==> src/core/iaae_pkg.sv <==
// package of encodings, field positions and types for the integer add/abs execute block
// What this block does
// - top instruction bit picks 32-bit (clear) or 64-bit (set) operation
// - absolute value: signed magnitude of source, low datasize bits written, flags kept
// - absolute value encoding undefined unless compact integer feature is present
// - destination, first and second source numbers come from their own fields
// - add with carry: sum of sources plus carry flag, flags unchanged
// - flag-setting add with carry: same sum, flags replaced from addition
// - extended add: extend second source, shift left by amount, add to first
// - extended add undefined when shift amount exceeds four
// - extend codes 0-3 zero-extend, 4-7 sign-extend byte, half, word, double
// - extended add reads second operand as byte, half, word or double
// - 64-bit extended add reads full source only when low extend bits both set
// - extended add: register 31 as destination or first source is stack pointer
// - extended add: register 31 as second source reads as zero
// - execution time independent of data and flags; abs when timing bit set
// - exception response independent of data and flag values
// - 32-bit forms ignore upper source halves and zero upper destination half
// - 32-bit flag-setting forms derive flags from low 32 bits only
package iaae_pkg;
    localparam int IAAE_XLEN = 64;
    localparam int IAAE_WIDTH_BIT = 31;
    localparam int IAAE_RD_LO = 0;
    localparam int IAAE_RN_LO = 5;
    localparam int IAAE_RM_LO = 16;
    localparam int IAAE_AMT_LO = 10;
    localparam int IAAE_OPT_LO = 13;
    localparam logic [4:0] IAAE_REG31 = 5'h1f;
    localparam logic [2:0] IAAE_MAX_SHIFT = 3'h4;
    // opcode patterns with the width bit and register fields cleared
    localparam logic [31:0] IAAE_ABS_MASK = 32'h7ffffc00;
    localparam logic [31:0] IAAE_ABS_VAL = 32'h5ac02000;
    localparam logic [31:0] IAAE_ADC_MASK = 32'h7fe0fc00;
    localparam logic [31:0] IAAE_ADC_VAL = 32'h1a000000;
    localparam logic [31:0] IAAE_ADD_CARRY_FLAGS_OP_VAL = 32'h3a000000;
    localparam logic [31:0] IAAE_ADDX_MASK = 32'h7fe00000;
    localparam logic [31:0] IAAE_ADDX_VAL = 32'h0b200000;

    typedef enum logic [2:0] {
        zero_extend_byte = 3'b000,
        zero_extend_half = 3'b001,
        zero_extend_word = 3'b010,
        zero_extend_double = 3'b011,
        sign_extend_byte = 3'b100,
        sign_extend_half = 3'b101,
        sign_extend_word = 3'b110,
        sign_extend_double = 3'b111
    } iaae_ext_type;

    typedef enum logic [2:0] {
        IAAE_OP_NONE = 3'b000,
        IAAE_OP_ABS = 3'b001,
        IAAE_OP_ADC = 3'b010,
        add_carry_flags_op = 3'b011,
        IAAE_OP_ADDX = 3'b100
    } iaae_op_type;

    typedef struct packed {
        logic n;
        logic z;
        logic c;
        logic v;
    } iaae_flags_type;

    // register file read request: first and second source field numbers
    typedef struct packed {
        logic [4:0] first_src_field;
        logic [4:0] second_src_field;
    } iaae_rd_req_type;

    // writeback to a general register or the stack pointer
    typedef struct packed {
        logic valid;
        logic to_sp;
        logic [4:0] dest;
        logic [63:0] data;
        logic flags_we;
        iaae_flags_type flags;
        logic undef;
    } iaae_result_type;
endpackage

==> src/core/iaae_exec.sv <==
// single-cycle execute stage for abs, add with carry and extended-register add
`timescale 1ns/100ps
`default_nettype none
module iaae_exec
    import iaae_pkg::*;
#(
    parameter logic compact_integer_feature = 1'b1
) (
    input wire logic mclk_in,
    input wire logic rst_in,
    input wire logic instr_valid_in,
    input wire logic [31:0] instr_in,
    input wire logic [63:0] first_src_data_in,
    input wire logic [63:0] second_src_data_in,
    input wire logic [63:0] sp_data_in,
    input wire iaae_flags_type flags_in,
    input wire logic data_independent_timing_bit,
    output iaae_rd_req_type rd_req_out,
    output iaae_result_type result_out
);

    ////////////////////////////////////////////////////////////////////////
    // state

    typedef struct packed {
        iaae_result_type res;
    } iaae_state_type;

    iaae_state_type state_q;
    iaae_state_type state_d;

    function automatic iaae_op_type iaae_decode(input logic [31:0] w);
        iaae_op_type op;
        op = IAAE_OP_NONE;
        if ((w & IAAE_ABS_MASK) == IAAE_ABS_VAL) begin
            op = IAAE_OP_ABS;
        end else if ((w & IAAE_ADC_MASK) == IAAE_ADC_VAL) begin
            op = IAAE_OP_ADC;
        end else if ((w & IAAE_ADC_MASK) == IAAE_ADD_CARRY_FLAGS_OP_VAL) begin
            op = add_carry_flags_op;
        end else if ((w & IAAE_ADDX_MASK) == IAAE_ADDX_VAL) begin
            op = IAAE_OP_ADDX;
        end
        return op;
    endfunction

    ////////////////////////////////////////////////////////////////////////
    // decode

    iaae_op_type op;
    logic width_select_bit;
    logic [4:0] dest_field;
    logic [4:0] first_src_field;
    logic [4:0] second_src_field;
    logic [2:0] extend_shift_amount;
    iaae_ext_type ext_kind;

    always_comb begin
        op = iaae_decode(instr_in);
        width_select_bit = instr_in[IAAE_WIDTH_BIT];
        dest_field = instr_in[IAAE_RD_LO +: 5];
        first_src_field = instr_in[IAAE_RN_LO +: 5];
        second_src_field = instr_in[IAAE_RM_LO +: 5];
        extend_shift_amount = instr_in[IAAE_AMT_LO +: 3];
        ext_kind = iaae_ext_type'(instr_in[IAAE_OPT_LO +: 3]);
    end

    assign rd_req_out.first_src_field = first_src_field;
    assign rd_req_out.second_src_field = second_src_field;

    ////////////////////////////////////////////////////////////////////////
    // datapath: every path is fixed combinational logic, so latency never
    // depends on operand or flag values, timing bit or not

    logic [63:0] opa;
    logic [63:0] opb;
    logic [63:0] ext_val;
    logic [63:0] mvw;
    logic [64:0] sum65;
    logic [32:0] sum33;
    logic [63:0] res;
    logic cin;
    logic undef;
    iaae_flags_type nf;

    always_comb begin
        // zero register for sources unless stack pointer applies
        opa = (first_src_field == IAAE_REG31) ? 64'h0 : first_src_data_in;
        if (op == IAAE_OP_ADDX && first_src_field == IAAE_REG31) begin
            opa = sp_data_in;
        end
        mvw = (second_src_field == IAAE_REG31) ? 64'h0 : second_src_data_in;
        case (ext_kind)
            zero_extend_byte: ext_val = {56'h0, mvw[7:0]};
            zero_extend_half: ext_val = {48'h0, mvw[15:0]};
            zero_extend_word: ext_val = {32'h0, mvw[31:0]};
            zero_extend_double: ext_val = width_select_bit ? mvw : {32'h0, mvw[31:0]};
            sign_extend_byte: ext_val = {{56{mvw[7]}}, mvw[7:0]};
            sign_extend_half: ext_val = {{48{mvw[15]}}, mvw[15:0]};
            sign_extend_word: ext_val = {{32{mvw[31]}}, mvw[31:0]};
            sign_extend_double: ext_val = width_select_bit ? mvw : {{32{mvw[31]}}, mvw[31:0]};
            default: ext_val = 64'h0;
        endcase
        opb = (op == IAAE_OP_ADDX) ? (ext_val << extend_shift_amount) : mvw;
        cin = (op == IAAE_OP_ADC || op == add_carry_flags_op) ? flags_in.c : 1'b0;
        if (op == IAAE_OP_ABS) begin
            // operand a negated if negative; shares the adder
            opb = 64'h0;
            if (width_select_bit ? first_src_data_in[63] : first_src_data_in[31]) begin
                opa = ~opa;
                cin = 1'b1;
            end
        end
        // narrow operands so upper halves never reach the 32-bit result
        if (!width_select_bit) begin
            opa = {32'h0, opa[31:0]};
            opb = {32'h0, opb[31:0]};
        end
        sum65 = {1'b0, opa} + {1'b0, opb} + {64'h0, cin};
        sum33 = {1'b0, opa[31:0]} + {1'b0, opb[31:0]} + {32'h0, cin};
        res = width_select_bit ? sum65[63:0] : {32'h0, sum65[31:0]};
        if (width_select_bit) begin
            nf.n = res[63];
            nf.z = (res == 64'h0);
            nf.c = sum65[64];
            nf.v = (opa[63] == opb[63]) && (res[63] != opa[63]);
        end else begin
            nf.n = sum33[31];
            nf.z = (sum33[31:0] == 32'h0);
            nf.c = sum33[32];
            nf.v = (opa[31] == opb[31]) && (sum33[31] != opa[31]);
        end
        undef = 1'b0;
        if (op == IAAE_OP_ABS && !compact_integer_feature) begin
            undef = 1'b1;
        end
        if (op == IAAE_OP_ADDX && extend_shift_amount > IAAE_MAX_SHIFT) begin
            undef = 1'b1;
        end
    end

    ////////////////////////////////////////////////////////////////////////
    // result register

    always_comb begin
        state_d = state_q;
        state_d.res.valid = instr_valid_in && (op != IAAE_OP_NONE) && !undef;
        state_d.res.undef = instr_valid_in && undef;
        state_d.res.dest = dest_field;
        state_d.res.to_sp = (op == IAAE_OP_ADDX) && (dest_field == IAAE_REG31);
        state_d.res.data = res;
        state_d.res.flags_we = instr_valid_in && !undef && (op == add_carry_flags_op);
        state_d.res.flags = nf;
        // abs and plain adds leave flags alone; timing bit has no effect here
        if (data_independent_timing_bit && op == IAAE_OP_ABS) begin
            state_d.res.flags_we = 1'b0;
        end
    end

    always_ff @(posedge mclk_in) begin
        if (rst_in) begin
            state_q <= '0;
        end else begin
            state_q <= state_d;
        end
    end

    assign result_out = state_q.res;
endmodule
`default_nettype wire

==> config.mk <==
export PLATFORM = sky130hd
export DESIGN_NAME = iaae_exec
export DESIGN_NICKNAME = d
export VERILOG_FILES = /design/src/core/iaae_pkg.sv /design/src/core/iaae_exec.sv
export SDC_FILE = /design/constraint.sdc
export NUM_CORES = 1
export LEC_CHECK = 0
export BUFFER_PORTS_ARGS = -buffer_cell sky130_fd_sc_hd__buf_2
export CORE_MARGIN = 2
export CORE_UTILIZATION = 30
export CTS_BUF_LIST = sky130_fd_sc_hd__clkbuf_4 sky130_fd_sc_hd__clkbuf_8
export DETAILED_ROUTE_END_ITERATION = 10
export PLACE_DENSITY_LB_ADDON = 0.1
export SLEW_MARGIN = 30
export SYNTH_ARGS = -nofsm -noshare
export SYNTH_HDL_FRONTEND = slang
export SYNTH_SLANG_ARGS = --single-unit
==> constraint.sdc <==
create_clock -name mclk_in -period 7.09 [get_ports mclk_in]
set_clock_uncertainty 0.15 [all_clocks]
set_input_delay 1.418 -clock mclk_in [delete_from_list [all_inputs] [get_ports mclk_in]]
set_output_delay 1.418 -clock mclk_in [all_outputs]
set_load 0.01 [all_outputs]
# Word-level counts from Yosys, hierarchy flattened
# Index checks and enable logic that the tools add are counted.
[classes]
add_sub_neg = 4
multipliers = 0
n_div = 0
magnitude_cmp = 1
n_eq_ne = 22
shift = 1
mux = 23
n_bitwise = 1
reduce_logical = 18
[ops]
columns = ["op", "count"]
rows = [
  ["64-bit 2-to-1 mux", 12],
  ["64-bit case mux with 8 select lines", 1],
  ["64-bit by 64-bit adder with 65-bit output", 1],
  ["65-bit by 1-bit adder with 65-bit output", 1],
  ["64-bit zero test", 1],
  ["64-bit NOT", 1],
  ["64-bit by 3-bit << shifter with 64-bit output", 1],
  ["32-bit by 32-bit adder with 33-bit output", 1],
  ["33-bit by 1-bit adder with 33-bit output", 1],
  ["32-bit zero test", 1],
  ["21-bit equality test (second input constant)", 1],
  ["16-bit by 14-bit equality test with 1-bit output (second input constant)", 1],
  ["16-bit by 15-bit equality test with 1-bit output (second input constant)", 1],
  ["3-bit equality test (second input constant)", 5],
  ["5-bit equality test (second input constant)", 3],
  ["3-bit by 2-bit equality test with 1-bit output (second input constant)", 4],
  ["3-bit 2-to-1 mux", 4],
  ["1-bit logical AND", 11],
  ["10-bit by 7-bit equality test with 1-bit output (second input constant)", 1],
  ["3-bit by 1-bit equality test with 1-bit output (second input constant)", 2],
  ["1-bit 2-to-1 mux", 5],
  ["4-bit 2-to-1 mux", 1],
  ["3-bit greater-than comparator (second input constant)", 1],
  ["3-bit zero test", 1],
  ["6 further kinds", 8],
]
[word_totals]
regBits = 77
latch_bits = 0
ramBits = 0
romBits = 0
in_bits = 232
output_inout_bits = 87
memories = 0

# Logic depth before layout (Yosys ltp)
[logic_depth]
ltp_word = 18
depth_mapped = 25

# Least setup slack after synthesis
# OpenSTA, ideal clock, no wires.
[synth_path]
kind = "input to register"
startpoint = "in instr_in[15]"
endpoint = "reg state_q, in the netlist result_out[3]"
t_arrival_ns = 6.401
required_time_ns = 6.880
setup_slack_ns = 0.479
stages = 22
path_buffers = 3
path_cell_list = "clkbuf_1 nor4_1 nand4_1 nor4_2 nor2b_1 buf_2 buf_2 xor2_1 fa_1 inv_1 fa_1 a211oi_1 o21ai_2 and4_1 or3_1 a222oi_1 o2111a_1 o2111a_1 o2111a_1 o2111a_1 and4b_1 o2111a_1"
[synth_between]
elab_chain_len = 16
elab_cells_between_ends = 41
[synth_lines]
columns = ["element", "line_no", "text"]
rows = [
  ["from (decl)", "iaae_exec.sv:12", "input wire logic [31:0] instr_in,"],
  ["16-bit by 15-bit equality test with 1-bit output", "iaae_exec.sv:39", "end else if ((w & IAAE_ADC_MASK) == IAAE_ADD_CARRY_FLAGS_OP_VAL) begin"],
  ["3-bit 2-to-1 mux", "iaae_exec.sv:39", ""],
  ["3-bit 2-to-1 mux", "iaae_exec.sv:37", "end else if ((w & IAAE_ADC_MASK) == IAAE_ADC_VAL) begin"],
  ["3-bit 2-to-1 mux", "iaae_exec.sv:35", "if ((w & IAAE_ABS_MASK) == IAAE_ABS_VAL) begin"],
  ["3-bit equality test", "iaae_exec.sv:89, iaae_exec.sv:104", ""],
  ["1-bit logical AND", "iaae_exec.sv:89", "if (op == IAAE_OP_ADDX && first_src_field == IAAE_REG31) begin"],
  ["64-bit 2-to-1 mux", "iaae_exec.sv:89", ""],
  ["64-bit NOT", "iaae_exec.sv:110", "opa = ~opa;"],
  ["64-bit 2-to-1 mux", "iaae_exec.sv:109", "if (width_select_bit ? first_src_data_in[63] : first_src_data_in[31]) begin"],
  ["64-bit 2-to-1 mux", "iaae_exec.sv:106", "if (op == IAAE_OP_ABS) begin"],
  ["64-bit 2-to-1 mux", "iaae_exec.sv:115", "if (!width_select_bit) begin"],
  ["64-bit by 64-bit adder with 65-bit output", "iaae_exec.sv:119", "sum65 = {1'b0, opa} + {1'b0, opb} + {64'h0, cin};"],
  ["65-bit by 1-bit adder with 65-bit output", "iaae_exec.sv:119", ""],
  ["64-bit 2-to-1 mux", "iaae_exec.sv:121", "res = width_select_bit ? sum65[63:0] : {32'h0, sum65[31:0]};"],
  ["64-bit zero test", "iaae_exec.sv:124", "nf.z = (res == 64'h0);"],
  ["4-bit 2-to-1 mux (*)", "iaae_exec.sv:122", "if (width_select_bit) begin"],
  ["to (signal assigned)", "iaae_exec.sv:164", "state_q <= state_d;"],
  ["to (decl)", "iaae_exec.sv:29", "iaae_state_type state_q;"],
]
# Every way passes the cells marked *; elsewhere a longest branch is shown, timed or not.
# A chain may end at the register's enable or synchronous reset.

# Worst setup path after layout
[layout_path]
startpoint = "in instr_in[14]"
endpoint = "reg state_q, in the netlist result_out[3]"
# The elaborated chain is that of the path after synthesis.

==> metrics.cfg <==
[yosys]
synth_top_area_share_pct = 12.9
yosysSeqAreaShare_pct = 12.9
syn_area_um2 = 11900
yosys_register_bits = 77
avgSynthCellArea_um2 = 6.89
synth_ff_type = dfxtp_1
synth_warnings = 0
synth_edf_count = 0
async_reset_ff_share_pct = 0
synth_top_cell_by_area = dfxtp_1
synthTopCellsByArea = dfxtp_1 13%, a21oi_1 10%, ha_1 6.6%
synth_fp_nets = 2027
ys_types = 94
synthCells = 1730

[worst_hold_path]
hold_end = result_out[74]
hp-class = in2reg
holdPathStages = 2
min_from = instr_in[4]

[die]
start_util_pct = 30.6
rows = 72
coreArea_um2 = 38900
dieArea_um2 = 41300
dieWidth_um = 203
io_pins = 319
die_h_um = 203

[sta]
setup_viol = 0
hold_viol = 0
fin_setup_tns_ps = 0
tightest_slew_ps = 756
fmax_ghz = 0.155
post-route-period-util_pct = 91.3
fin_crit_ps = 6470
relSlewSlack_pct = 49.1
rsz0062_at_grt = false
maxSlewViolCount = 0
worst_slack_ps = 619

[grt]
overflow = 0
antenna_found_initial = 2
grt_max_degree = 79
track_usage_pct = 24.2
grt_pass1_wl_um = 78000
grt_pass1_vias = 13038

[layout]
nets = 2295
syn2layout_area_growth_pct = 21.3
largest_reg_flops = 77
layout-drive-gt1-share_pct = 24.0

[route]
num_vias = 13863
drtIter0Drc = 1183
drtPass1Iterations = 7
viasPerCell = 5.50
drt-total-wl_um = 52000
wl_per_cell_um = 20.6
route.detailed.drc = 0
ant_nets = 0

[critical_path]
cp-end-kind = register
worstSetupStartpointType = input pin
worstPathRequired_ps = 7240
worst-setup-path-type = in2reg
path_max_fanout = 58
slowest_stage = or4_2
slowest_delay_ps = 750
crit_chain = buf_2, nor4_1, nand4_1, nor4_4, nor2b_4, buf_12, xor2_1, nor2_1, ha_1, nand2_1, or4_2, nand2_1, mux2i_1, a221oi_2, o2111a_1, o2111a_1, o2111a_1, o2111a_1, and4b_1, o2111a_1
cp_data_arrival_time_ps = 6620
cpMostUsedCell = o2111a_1

[placement]
pre_cts_slack_ps = 268
dp_hpwl_um = 43400
finalWeightedCongestion = 0.938
io_buffers = 314

[pwr]
irDropWorstVdd_v = 0.0000778
power_mw = 1.81
p_leak_nw = 6.92
p_per_area_nw_per_um2 = 125

[cts]
postCtsSetupBuffers = 0
postCtsResizedCells = 0
clk_pin_slew_worst_paths_ps = 80
cts_tree = done
cts_made_buffers = 9
h-tree-depth = 3
cts.sinks = 77
root_buffer = clkbuf_8
hold_buffers = 0
cts_buffer_depth = 2

[outcome]
status = complete, no violations

[run]
drv_cap = 0

placed cells by master (no fill, tap or decap), types with 5 or more instances in the layout:
master / n
nand2_1: 182
a21boi_0: 7
nor2b_1: 15
inv_1: 15
a41oi_1: 5
mux2i_1: 77
nor3b_1: 6
or3_1: 14
o2111a_1: 7
o21ai_0: 118
and3_1: 82
ha_1: 63
o31ai_1: 5
and3b_1: 6
xor2_1: 52
nor3_1: 30
nor2_1: 166
o211ai_1: 24
nand4_1: 21
o21bai_1: 16
dfxtp_1: 77
xnor2_1: 55
nand3_1: 71
nand2b_1: 12
a211oi_1: 23
buf_4: 79
a21oi_1: 243
buf_12: 8
and2_1: 8
and4_1: 5
a31oi_1: 12
nor4_1: 7
and4b_1: 5
o21a_1: 6
a21o_1: 30
mux2_2: 27
buf_2: 313
clkbuf_8: 9
layer usage:
| metal | share of wire (%) | track usage [%] | vias up |
|---|---|---|---|
| met5 | 0 | 0 | - |
| met4 | 1.0 | 3.99 | 0 |
| met3 | 5.3 | 1.98 | 24 |
| met2 | 43 | 36.8 | 454 |
| met1 | 51 | 37.3 | 6549 |
| li1 | - | - | 6836 |
how the worst max path moves through the flow:
stage	from	cells after the start	endpoint
after floorplan	instr_in[15]	22	result_out[3]
after global placement	instr_in[25]	20	result_out[3]
after detailed placement	instr_in[14]	20	result_out[3]
after CTS	instr_in[14]	20	result_out[3]
after global routing	instr_in[14]	19	result_out[3]
final	instr_in[14]	20	result_out[3]
synth_stat cells, types with 24 or more instances:
cell / count
a21o_1: 30
a21oi_1: 243
and3_1: 83
clkbuf_1: 95
dfxtp_1: 77
ha_1: 63
mux2_2: 27
mux2i_1: 77
nand2_1: 182
nand3_1: 73
nor2_1: 166
nor3_1: 31
o211ai_1: 24
o21ai_0: 118
xnor2_1: 55
xor2_1: 52
cells by family (layout without fill, tap and decap cells):
kind of cell,count (synthesis),in the layout,share of synthesized area [%]
multiplexers,107,107,9.59
AO/OA/AOI/OAI,553,553,29.0
flip-flops,77,77,12.9
buffers and inverters,158,430,6.20
other,0,1,0
AND/OR/NAND/NOR,663,663,27.4
XOR/XNOR,107,107,7.87
adder cells (fa/ha/maj),65,65,6.95
final cells by class:
class                   instances  area, µm²
flip-flops and latches         77       1540
clock inverters                 6       88.8
clock buffers                   9        124
fillers                      4368      24500
repair buffers                400       2320
multi-input cells            1495       9670
diodes                          1       2.50
inverters                      15       56.3
well taps                     518        648
power by group:
| part | internal, mW | switching (mW) |
|---|---|---|
| Clock | 0.196 | 0.164 |
| Sequential | 0.472 | 0.0114 |
| Combinational | 0.383 | 0.584 |
critical path, delay by kind of cell:
kind / cells / cell delay, ps
AO/OA/AOI/OAI: 6 / 1390
XOR/XNOR: 1 / 190
adder cells (fa/ha/maj): 1 / 390
buffers and inverters: 2 / 540
multiplexers: 1 / 180
AND/OR/NAND/NOR: 9 / 2470
metrics by stage:
step	instances	utilization, %	hold slack (ps)	instance area (µm²)
2_1_floorplan	1730	-	1350	11900
3_3_place_gp	2505	36.6	1500	14200
3_5_place_dp	2505	36.6	1500	14200
4_1_cts	2520	37.1	1100	14400
5_1_grt	2521	37.1	1120	14400
6_report	2521	37.1	1130	14400
(Power assumes the default switching activity.)
